### config.mk
export PLATFORM = sky130hd
export DESIGN_NAME = flash_seq_ctrl
export DESIGN_NICKNAME = d
export VERILOG_FILES = /design/src/rtl/flash_seq_ctrl.v
export VERILOG_INCLUDE_DIRS = /design/src /design/src/rtl
export SDC_FILE = /design/constraint.sdc
export NUM_CORES = 1
export LEC_CHECK = 0
export BUFFER_PORTS_ARGS = -buffer_cell sky130_fd_sc_hd__buf_2
export CAP_MARGIN = 30
export CORE_ASPECT_RATIO = 1.75
export CORE_UTILIZATION = 60
export DETAILED_ROUTE_END_ITERATION = 6
export PLACE_DENSITY = 0.89
export SYNTH_ARGS = -nofsm -noshare
export SYNTH_HDL_FRONTEND = slang
export SYNTH_SLANG_ARGS = --single-unit
export TNS_END_PERCENT = 50
### constraint.sdc
create_clock -name clk_sys -period 6.5 [get_ports clk_sys]
set_input_delay 0.325 -clock clk_sys [delete_from_list [all_inputs] [get_ports clk_sys]]
set_output_delay 0.325 -clock clk_sys [all_outputs]
set_load 0.02 [all_outputs]
### src/rtl/flash_seq_map.vh
/*
 Constants for the flash erase/program sequencer: command codes, data
 values, array geometry and pulse timing. Assumes a 200 MHz system clock.
*/
`ifndef FLASH_SEQ_MAP_VH
`define FLASH_SEQ_MAP_VH

`define CMD_ERASE 8'h20
`define CMD_ERASE_VERIFY 8'hA0
`define CMD_PROGRAM 8'h40
`define CMD_PROGRAM_VERIFY 8'hC0
`define CMD_READ 8'h00
`define DATA_ERASED 8'hFF
`define DATA_ZERO 8'h00
`define ADDR_FIRST 17'h00000
`define ADDR_LAST 17'h1FFFF
`define PROG_TRIES_MAX 5'h19
`define CLK_MHZ 200
`define PROG_PULSE_US 10
`define PROG_PULSE_CYC (`PROG_PULSE_US * `CLK_MHZ)
`define ERASE_WAIT_US 9500
`define ERASE_WAIT_CYC (`ERASE_WAIT_US * `CLK_MHZ)
`define VERIFY_WAIT_NS 6000
`define VERIFY_WAIT_CYC ((`VERIFY_WAIT_NS * `CLK_MHZ + 999) / 1000)
`define STROBE_CYC 24
`define READ_CYC 48

`endif

### src/rtl/flash_seq_ctrl.v
/*
 Host-side controller that erases or programs a byte-wide parallel flash
 through its chip enable, output enable, write enable, address and data
 pins. Assumes the flash high-voltage supply is already up and that the
 data pins are joined by the bench from the three data signals.
*/
`include "flash_seq_map.vh"

// Function
// - Zero every byte before erase pulses
// - Erase needs two consecutive 20h writes
// - A0h write carries address to verify
// - Read after erase verify, compare FFh
// - Verify from 0000h upward until fail
// - On fail, re-erase, resume stored address
// - Repeat 10us program pulses until verified
// - At most 25 program pulses per byte
// - 40h then write latches address, data
// - C0h then read, compare intended data
// - Wait 9.5ms after erase before verify
module flash_seq_ctrl #(
    parameter PULSE_CYC = `PROG_PULSE_CYC,
    parameter ERASE_CYC = `ERASE_WAIT_CYC
) (
    input wire clk_sys,
    input wire rst,
    input wire start_erase,
    input wire start_program,
    input wire [16:0] prog_addr,
    input wire [7:0] prog_data,
    output wire busy,
    output reg done_ff,
    output reg fail_ff,
    output reg [16:0] fail_addr_ff,
    output reg [16:0] flash_addr_ff,
    output reg [7:0] flash_dq_out_ff,
    output reg flash_dq_oe_ff,
    input wire [7:0] flash_dq_in,
    output reg flash_ce_n_ff,
    output reg flash_oe_n_ff,
    output reg flash_we_n_ff
);

    localparam [3:0] S_IDLE = 4'h0;
    localparam [3:0] S_PSETUP = 4'h1;
    localparam [3:0] S_PWRITE = 4'h2;
    localparam [3:0] S_PPULSE = 4'h3;
    localparam [3:0] S_PVCMD = 4'h4;
    localparam [3:0] S_PVREAD = 4'h5;
    localparam [3:0] S_ESETUP = 4'h6;
    localparam [3:0] S_EGO = 4'h7;
    localparam [3:0] S_EWAIT = 4'h8;
    localparam [3:0] S_EVCMD = 4'h9;
    localparam [3:0] S_EVREAD = 4'hA;
    localparam [3:0] S_RESET_CMD = 4'hB;
    localparam [3:0] S_DONE = 4'hC;

    // Bus cycle sub-steps for a write strobe; reads step on the chip and output enables
    localparam [1:0] B_IDLE = 2'h0;
    localparam [1:0] B_ACT = 2'h1;
    localparam [1:0] B_GAP = 2'h2;

    // Write-to-read recovery, cut to the counter width on purpose
    localparam integer VERIFY_INT = `VERIFY_WAIT_CYC;
    localparam [21:0] VERIFY_CYC = VERIFY_INT[21:0];

    // Sequencer state, wait counter and the byte in hand
    reg [3:0] state_ff;
    reg [1:0] bus_ff;
    reg [21:0] wait_ff;
    reg [4:0] tries_ff;
    reg [16:0] addr_ff;
    reg [7:0] data_ff;
    reg erase_job_ff;
    reg zeroing_ff;
    reg [7:0] rd_meta_ff;
    reg [7:0] rd_sync_ff;

    assign busy = (state_ff != S_IDLE);

    // Read data comes from a pin, so it is synchronised first
    // The two-cycle lag is harmless: data stands long before it is taken
    always @(posedge clk_sys or posedge rst) begin
        if (rst) begin
            rd_meta_ff <= 8'h00;
            rd_sync_ff <= 8'h00;
        end else begin
            rd_meta_ff <= flash_dq_in;
            rd_sync_ff <= rd_meta_ff;
        end
    end

    // Pin drive for a write (command or data); the caller sets the wait
    // counter shared by strobes, pulses and the erase dwell
    task bus_write;
        input [7:0] val;
        input [16:0] adr;
        begin
            flash_addr_ff <= adr;
            flash_dq_out_ff <= val;
            flash_dq_oe_ff <= 1'b1;
            flash_ce_n_ff <= 1'b0;
            flash_we_n_ff <= 1'b0;
        end
    endtask

    // Main sequencer; every wait is counted down in wait_ff
    // A step runs only when the counter is zero and no strobe is open
    always @(posedge clk_sys or posedge rst) begin
        if (rst) begin
            state_ff <= S_IDLE;
            bus_ff <= B_IDLE;
            wait_ff <= 22'h000000;
            tries_ff <= 5'h00;
            addr_ff <= 17'h00000;
            data_ff <= 8'h00;
            erase_job_ff <= 1'b0;
            zeroing_ff <= 1'b0;
            done_ff <= 1'b0;
            fail_ff <= 1'b0;
            fail_addr_ff <= 17'h00000;
            flash_addr_ff <= 17'h00000;
            flash_dq_out_ff <= 8'h00;
            flash_dq_oe_ff <= 1'b0;
            flash_ce_n_ff <= 1'b1;
            flash_oe_n_ff <= 1'b1;
            flash_we_n_ff <= 1'b1;
        end else if (wait_ff != 22'h000000) begin
            wait_ff <= wait_ff - 22'h000001;
        end else if (bus_ff == B_ACT) begin
            // End of strobe: release pins, then a recovery gap
            // The gap also keeps write enable high between back-to-back strobes
            flash_we_n_ff <= 1'b1;
            flash_oe_n_ff <= 1'b1;
            flash_ce_n_ff <= 1'b1;
            flash_dq_oe_ff <= 1'b0;
            bus_ff <= B_GAP;
            wait_ff <= 22'd4;
        end else begin
            bus_ff <= B_IDLE;
            done_ff <= 1'b0;
            case (state_ff)
                S_IDLE: begin
                    // Erase wins if both starts are high; starts seen while
                    // busy are dropped without any indication
                    if (start_erase) begin
                        erase_job_ff <= 1'b1;
                        zeroing_ff <= 1'b1;
                        fail_ff <= 1'b0;
                        addr_ff <= `ADDR_FIRST;
                        data_ff <= `DATA_ZERO;
                        tries_ff <= 5'h00;
                        state_ff <= S_PSETUP;
                    end else if (start_program) begin
                        erase_job_ff <= 1'b0;
                        zeroing_ff <= 1'b0;
                        fail_ff <= 1'b0;
                        addr_ff <= prog_addr;
                        data_ff <= prog_data;
                        tries_ff <= 5'h00;
                        state_ff <= S_PSETUP;
                    end
                end
                S_PSETUP: begin
                    // Each set-up starts one program operation, counted here
                    bus_write(`CMD_PROGRAM, addr_ff);
                    bus_ff <= B_ACT;
                    wait_ff <= 22'd`STROBE_CYC;
                    tries_ff <= tries_ff + 5'h01;
                    state_ff <= S_PWRITE;
                end
                S_PWRITE: begin
                    bus_write(data_ff, addr_ff);
                    bus_ff <= B_ACT;
                    wait_ff <= 22'd`STROBE_CYC;
                    state_ff <= S_PPULSE;
                end
                S_PPULSE: begin
                    // Program pulse runs inside the device; margin sensing
                    // is its own concern
                    wait_ff <= PULSE_CYC[21:0];
                    state_ff <= S_PVCMD;
                end
                S_PVCMD: begin
                    // Verify set-up; the read that follows is judged in S_PVREAD
                    bus_write(`CMD_PROGRAM_VERIFY, addr_ff);
                    bus_ff <= B_ACT;
                    wait_ff <= 22'd`STROBE_CYC;
                    state_ff <= S_PVREAD;
                end
                S_PVREAD: begin
                    if (flash_ce_n_ff) begin
                        // Select and address first, then the write-to-read
                        // recovery; sensing too early gives unsettled data
                        flash_addr_ff <= addr_ff;
                        flash_ce_n_ff <= 1'b0;
                        wait_ff <= VERIFY_CYC;
                    end else if (flash_oe_n_ff) begin
                        // Output enable, then settle through the synchroniser
                        flash_oe_n_ff <= 1'b0;
                        wait_ff <= 22'd`READ_CYC;
                    end else begin
                        flash_oe_n_ff <= 1'b1;
                        flash_ce_n_ff <= 1'b1;
                        wait_ff <= 22'd4;
                        if (rd_sync_ff == data_ff) begin
                            tries_ff <= 5'h00;
                            if (zeroing_ff && addr_ff != `ADDR_LAST) begin
                                addr_ff <= addr_ff + 17'h00001;
                                state_ff <= S_PSETUP;
                            end else if (zeroing_ff) begin
                                zeroing_ff <= 1'b0;
                                addr_ff <= `ADDR_FIRST;
                                state_ff <= S_ESETUP;
                            end else begin
                                state_ff <= S_RESET_CMD;
                            end
                        end else if (tries_ff >= `PROG_TRIES_MAX) begin
                            // A dead byte in the pre-zero pass aborts the erase
                            fail_ff <= 1'b1;
                            fail_addr_ff <= addr_ff;
                            state_ff <= S_RESET_CMD;
                        end else begin
                            state_ff <= S_PSETUP;
                        end
                    end
                end
                S_ESETUP: begin
                    // Set-up write; the address carries no meaning here
                    bus_write(`CMD_ERASE, addr_ff);
                    bus_ff <= B_ACT;
                    wait_ff <= 22'd`STROBE_CYC;
                    state_ff <= S_EGO;
                end
                S_EGO: begin
                    // Second identical write starts the erase
                    bus_write(`CMD_ERASE, addr_ff);
                    bus_ff <= B_ACT;
                    wait_ff <= 22'd`STROBE_CYC;
                    state_ff <= S_EWAIT;
                end
                S_EWAIT: begin
                    // Erase runs inside the device; no verify before the dwell ends
                    wait_ff <= ERASE_CYC[21:0];
                    state_ff <= S_EVCMD;
                end
                S_EVCMD: begin
                    // The address in this write picks the byte to check
                    bus_write(`CMD_ERASE_VERIFY, addr_ff);
                    bus_ff <= B_ACT;
                    wait_ff <= 22'd`STROBE_CYC;
                    state_ff <= S_EVREAD;
                end
                S_EVREAD: begin
                    if (flash_ce_n_ff) begin
                        // Same read cycle as program verify, recovery first
                        flash_addr_ff <= addr_ff;
                        flash_ce_n_ff <= 1'b0;
                        wait_ff <= VERIFY_CYC;
                    end else if (flash_oe_n_ff) begin
                        // Output enable, then settle through the synchroniser
                        flash_oe_n_ff <= 1'b0;
                        wait_ff <= 22'd`READ_CYC;
                    end else begin
                        flash_oe_n_ff <= 1'b1;
                        flash_ce_n_ff <= 1'b1;
                        wait_ff <= 22'd4;
                        if (rd_sync_ff != `DATA_ERASED) begin
                            // addr_ff keeps the failing byte for resume
                            // Re-erase has no retry limit: a worn array stays busy
                            state_ff <= S_ESETUP;
                        end else if (addr_ff == `ADDR_LAST) begin
                            state_ff <= S_RESET_CMD;
                        end else begin
                            addr_ff <= addr_ff + 17'h00001;
                            state_ff <= S_EVCMD;
                        end
                    end
                end
                S_RESET_CMD: begin
                    // Leave the device in read mode
                    // so that a later plain read sees array data
                    bus_write(`CMD_READ, addr_ff);
                    bus_ff <= B_ACT;
                    wait_ff <= 22'd`STROBE_CYC;
                    state_ff <= S_DONE;
                end
                S_DONE: begin
                    // One-cycle done; fail stands until the next start
                    done_ff <= 1'b1;
                    erase_job_ff <= 1'b0;
                    state_ff <= S_IDLE;
                end
                default: begin
                    state_ff <= S_IDLE;
                end
            endcase
        end
    end

endmodule // flash_seq_ctrl

# Word-level counts from Yosys, hierarchy flattened
# Index checks and enable logic that the tools add are counted.
totals:
  word_cells: 156
  regBits: 123
  out_inout_bits: 49
  inputBits: 37
classes:
  add_sub_neg: 3
  n_bitwise: 5
  mux: 68
  n_eq_ne: 31
  n_reduce_logical: 30
  n_lt_le_gt_ge: 1
op_table:
  columns: ["op", "count"]
  rows:
  - ["17-bit 2-to-1 mux", 12]
  - ["22-bit one-hot mux with 4 select lines", 1]
  - ["22-bit 2-to-1 mux", 3]
  - ["17-bit one-hot mux with 3 select lines", 1]
  - ["4-bit one-hot mux with 12 select lines", 1]
  - ["8-bit one-hot mux with 6 select lines", 1]
  - ["4-bit 2-to-1 mux", 11]
  - ["17-bit one-hot mux with 2 select lines", 1]
  - ["5-bit 2-to-1 mux", 5]
  - ["1-bit 2-to-1 mux", 23]
  - ["22-bit nonzero test", 1]
  - ["22-bit by 1-bit subtractor with 22-bit output, second input constant", 1]
  - ["7-bit AND reduction", 3]
  - ["4-bit == test, second input constant", 5]
  - ["2-bit inequality test, second input constant", 10]
  - ["17-bit by 1-bit adder with 17-bit output, second input constant", 1]
  - ["17-bit == test, second input constant", 1]
  - ["17-bit inequality test, second input constant", 1]
  - ["4-bit by 3-bit == test with 1-bit output, second input constant", 4]
  - ["8-bit 2-to-1 mux", 2]
  - ["8-bit AND reduction", 2]
  - ["5-bit one-hot mux with 3 select lines", 1]
  - ["12-bit AND reduction", 1]
  - ["6-bit nonzero test", 2]
  - ["other kinds (23)", 44]

# Logic depth before layout (Yosys ltp)
depth:
  depth_word: 7
  ltp_mapped: 12
  ltp_nobuf: 11

# Least setup slack after synthesis
# OpenSTA, ideal clock, no wires.
synth_timing:
  path_kind: "reg2reg"
  startpoint: "register wait_ff[16]"
  endpoint: "register flash_addr_ff[0]"
  stages_incl_launch_ff: 10
  period_less_slack_ps: 2913
  n_path_buf: 4
  slack_ps: 3587
  arrival_time_ps: 2789
  setup_time_ps: 125
  required_time_ps: 6375
  cell_sequence: "dfrtp_1 -> or4_1 -> buf_2 -> or3_1 -> buf_2 -> or3_1 -> buf_2 -> nor2_2 -> buf_4 -> mux2_2"
synth_via:
  elab_chain_len: 3
synth_rtl:
  columns: ["element", "line", "rtl"]
  rows:
  - ["from (decl)", "flash_seq_ctrl.v:70", "reg [21:0] wait_ff;"]
  - ["from (signal assigned)", "flash_seq_ctrl.v:129", "wait_ff <= wait_ff - 22'h000001;"]
  - ["from (signal assigned)", "flash_seq_ctrl.v:168", "wait_ff <= 22'd`STROBE_CYC;"]
  - ["from (signal assigned)", "flash_seq_ctrl.v:175", "wait_ff <= 22'd`STROBE_CYC;"]
  - ["22-bit nonzero test", "flash_seq_ctrl.v:128", "end else if (wait_ff != 22'h000000) begin"]
  - ["1-bit inverter (no source line)", null, null]
  - ["4-bit AND reduction (no source line)", null, null]
  - ["to (signal assigned)", "flash_seq_ctrl.v:195", "flash_addr_ff <= addr_ff;"]
  - ["to (signal assigned)", "flash_seq_ctrl.v:257", "flash_addr_ff <= addr_ff;"]
  - ["to (decl)", "flash_seq_ctrl.v:35", "output reg [16:0] flash_addr_ff,"]
# No other way between the ends.
# A chain may end at the register's enable or synchronous reset.

# Final worst setup path
layout_timing:
  startpoint: "register wait_ff[0]"
  endpoint: "register fail_addr_ff[13]"
layout_via:
  elab_chain_len: 3
layout_rtl:
  columns: ["element", "line", "rtl"]
  rows:
  - ["22-bit nonzero test", "flash_seq_ctrl.v:128", null]
  - ["1-bit inverter (no source line)", null, null]
  - ["7-bit AND reduction (no source line)", null, null]
  - ["to (signal assigned)", "flash_seq_ctrl.v:221", "fail_addr_ff <= addr_ff;"]
  - ["to (decl)", "flash_seq_ctrl.v:34", "output reg [16:0] fail_addr_ff,"]
# No other way between the ends.

==> results.py <==
metrics = {
    "logic_synthesis": {
        "muxShareOfSynthArea": 0.07140,
        "synth_compound_area_frac": 0.1554,
        "syn_inst": 612,
        "async_flop_share": 1.000,
        "synthesis.nets": 654,
        "synth_fa_ha_area_frac": 0.01050,
        "synth_top_family_by_area": "simple AND/OR/NAND/NOR gates",
        "synth-edff-count": 0,
        "synth_xor_area_frac": 0.02352,
        "synthSimpleGateAreaFrac": 0.1869,
        "yosysTopAreaCellShare": 0.5040,
        "synth.avg_cell_area_um2": 9.736,
        "yosys_register_bits": 123,
        "synth.area.top_cells": "dfrtp_1 (50%), mux2_2 (6.8%), o21ai_0 (4.8%)",
        "seq_area_frac_synth": 0.5172,
        "yosysTopAreaCell": "dfrtp_1",
        "netlist_area_um2": 5958,
        "ys.flop_type": "dfrtp_1",
        "ys_types": 63,
        "yosysWarnings": 0,
    },
    "worst_setup_path": {
        "r2r_slack_ps": 2800,
        "critPathMaxFanout": 17,
        "crit_start": "wait_ff[0]$_DFFE_PP0P_",
        "endpoint": "fail_addr_ff[13]$_DFFE_PP0P_",
        "cp.required_ps": 6800,
        "critPathArrivalTime_ps": 4000,
        "r2r-end": "fail_addr_ff[13]$_DFFE_PP0P_",
        "worstSetupPathType": "reg2reg",
        "r2r-start": "wait_ff[0]$_DFFE_PP0P_",
        "setup.worst_path.start_class": "flip-flop",
        "r2r_cells": 7,
        "end_kind": "flip-flop",
    },
    "sta": {
        "min_period_ps": 3705,
        "finClkSkew_ps": 11.86,
        "tns_ps": 0,
        "finalCritPeriodShare": 0.5700,
        "clock.fmax_mhz": 269.9,
        "drv_slew": 0,
        "setup_viol": 0,
        "hold_violations": 0,
        "worst_pin_slew_ps": 1019,
        "grt_setup_unrepaired": "no",
        "hold_slack_ps": 2.289,
        "timing.slew.headroom": 0.3198,
    },
    "final_layout": {
        "fin_nets": 733,
        "fillers": 647,
        "diodes": 0,
        "area_growth_pct": 18.27,
        "drive_gt1_frac": 0.2475,
        "design_area_um2": 7047,
    },
    "drt": {
        "drt_wl_total_um": 15760,
        "firstDrtPassIters": 6,
        "ant_nets": 0,
        "wire_per_inst_um": 19.10,
        "drc": 0,
        "drtIter0Drc": 426,
        "via_per_inst": 6.419,
        "num_vias": 5296,
    },
    "clocking": {
        "cts_tree": "yes",
        "cts_sinks": 123,
        "clockBufferDepth": 2,
        "clk_pin_slew_worst_paths_ps": 60,
        "cts_resized": 0,
        "cts_setup_buffers": 0,
        "hold_buffers": 0,
        "cts_root_buf": "clkbuf_16",
        "cts_buffers": 17,
        "cts_max_level": 4,
        "clock_latency_ps": 420,
    },
    "placement": {
        "hpwl_um": 10520,
        "io_buffers": 85,
        "placed_area_um2": 6454,
        "routabilityCongestion": 0.9372,
    },
    "job": {
        "maxCapViolations": 0,
    },
    "global_route": {
        "grt_pass1_vias": 5325,
        "gr-total-overflow": 0,
        "grt_pass1_wl_um": 25900,
        "antenna_found_initial": 0,
        "track_usage": 0.3261,
        "grt_max_degree": 72,
    },
    "floorplanning": {
        "rows": 47,
        "die_area_um2": 10350,
        "fp.coreArea_um2": 9527,
        "dieWidth_um": 77.33,
        "io_pins": 86,
        "start_util": 0.6254,
        "dieHeight_um": 133.8,
    },
    "pwr": {
        "seq_power_share": 0.440,
        "p_sw_uw": 619.3,
        "p_per_area_nw_per_um2": 306.3,
        "p_int_mw": 1.539,
        "p_leak_nw": 3.284,
        "pwr-share-comb": 0.129,
        "power.clock.fraction": 0.430,
        "vdd_drop_max_v": 0.0002837,
        "switching_share": 0.2869,
    },
    "hold_path": {
        "hp-class": "in2async",
    },
    "outcome": {
        "outcome": "finished, final reports clean",
    },
}
## routing by layer
| layer | vias up | global-route usage | wire (µm) |
|---|---|---|---|
| li1 | 2347 | - | - |
| met1 | 2568 | 0.3606 | 5464 |
| met2 | 306 | 0.5619 | 8459 |
| met3 | 75 | 0.07211 | 1002 |
| met4 | 0 | 0.2055 | 833 |
| met5 | - | 0 | 0 |
## worst max-delay path, stage by stage, from the launching register on
cell	delay [ps]
dfrtp_1	420
inv_1	80
ha_1	180
nor3b_1	450
nand4_1	520
nor3_2	700
nand4_2	720
mux2_2	510
## per-stage QoR
stage | total power [mW] | instances | utilization | setup WS (ps)
after floorplan | 1.140 | 612 | - | 2909
after global placement | 1.206 | 790 | 0.6749 | 3021
after detailed placement | 1.228 | 793 | 0.6774 | 2898
after CTS | 2.155 | 824 | 0.7386 | 2821
after global routing | 2.243 | 825 | 0.7397 | 2487
final | 2.158 | 825 | 0.7397 | 2795
## cell usage after synthesis, types with 12 or more instances
| cell | instances |
|---|---|
| mux2_2 | 36 |
| dfrtp_1 | 120 |
| nand3_1 | 13 |
| inv_1 | 14 |
| o21ai_0 | 57 |
| clkbuf_1 | 24 |
| nor3_1 | 25 |
| a21oi_1 | 44 |
| nor2_1 | 52 |
| nand2_1 | 64 |
| xnor2_1 | 12 |
## state kept, by name, indices dropped and copies added (netlist names)
register	flops
wait_ff	22
addr_ff	17
fail_addr_ff	17
flash_addr_ff	17
data_ff	8
flash_dq_out_ff	8
rd_meta_ff	8
rd_sync_ff	8
tries_ff	5
state_ff	4
bus_ff	2
done_ff	1
fail_ff	1
flash_ce_n_ff	1
flash_dq_oe_ff	1
flash_oe_n_ff	1
flash_we_n_ff	1
zeroing_ff	1
## logic make-up after synthesis
logic type | count (synthesis)
muxes | 38
AOI/OAI and AO/OA | 156
buffers and inverters | 49
adders and majority gates | 5
DFF | 123
xor gates and xnor gates | 16
and+or+nand+nor | 225
## power groups by stage
stage	sequential [mW]	clock, mW	combinational [mW]
2_1_floorplan	0.937	0	0.203
3_3_place_gp	0.949	0	0.257
3_5_place_dp	0.957	0	0.271
4_1_cts	0.947	0.931	0.277
5_1_grt	0.963	0.966	0.314
6_report	0.950	0.929	0.279
## worst min path at each step
stage / depth (start not counted) / endpoint
detailed placement: 0 / rd_sync_ff[2]$_DFF_PP0_
global route: 1 / rd_meta_ff[2]$_DFF_PP0_
CTS: 1 / rd_meta_ff[3]$_DFF_PP0_
global placement: 0 / rd_sync_ff[3]$_DFF_PP0_
finish: 2 / rd_meta_ff[7]$_DFF_PP0_
floorplan: 0 / rd_sync_ff[0]$_DFF_PP0_
## layout make-up
type	instances	area, µm²	area share
Clock inverter	13	143.9	0.02042
Tap cell	122	152.6	0.02166
Sequential cell	123	3082	0.4373
Inverter	15	58.81	0.008345
Multi-Input combinational cell	440	2674	0.3794
Clock buffer	18	439.2	0.06232
Timing Repair Buffer	94	496.7	0.07049
## layout by cell type (no fill, tap or decap), types with 5 or more instances in the layout
master,netlist,routed
nor4_1,11,11
o21ai_1,7,7
a21oi_1,44,44
inv_1,14,13
nand4_1,9,9
nor3_1,25,25
nand2_1,64,64
nand2b_1,11,11
o41ai_1,5,5
xnor2_1,12,12
dfrtp_1,120,120
buf_2,5,86
or3_1,6,6
nor2b_1,6,6
buf_4,1,6
o31ai_1,8,8
nor2_1,52,52
o21ai_0,57,57
mux2_2,36,36
clkbuf_16,0,17
nand3_1,13,13
ha_1,5,5
Note: power is estimated with default switching activity, not from simulation.
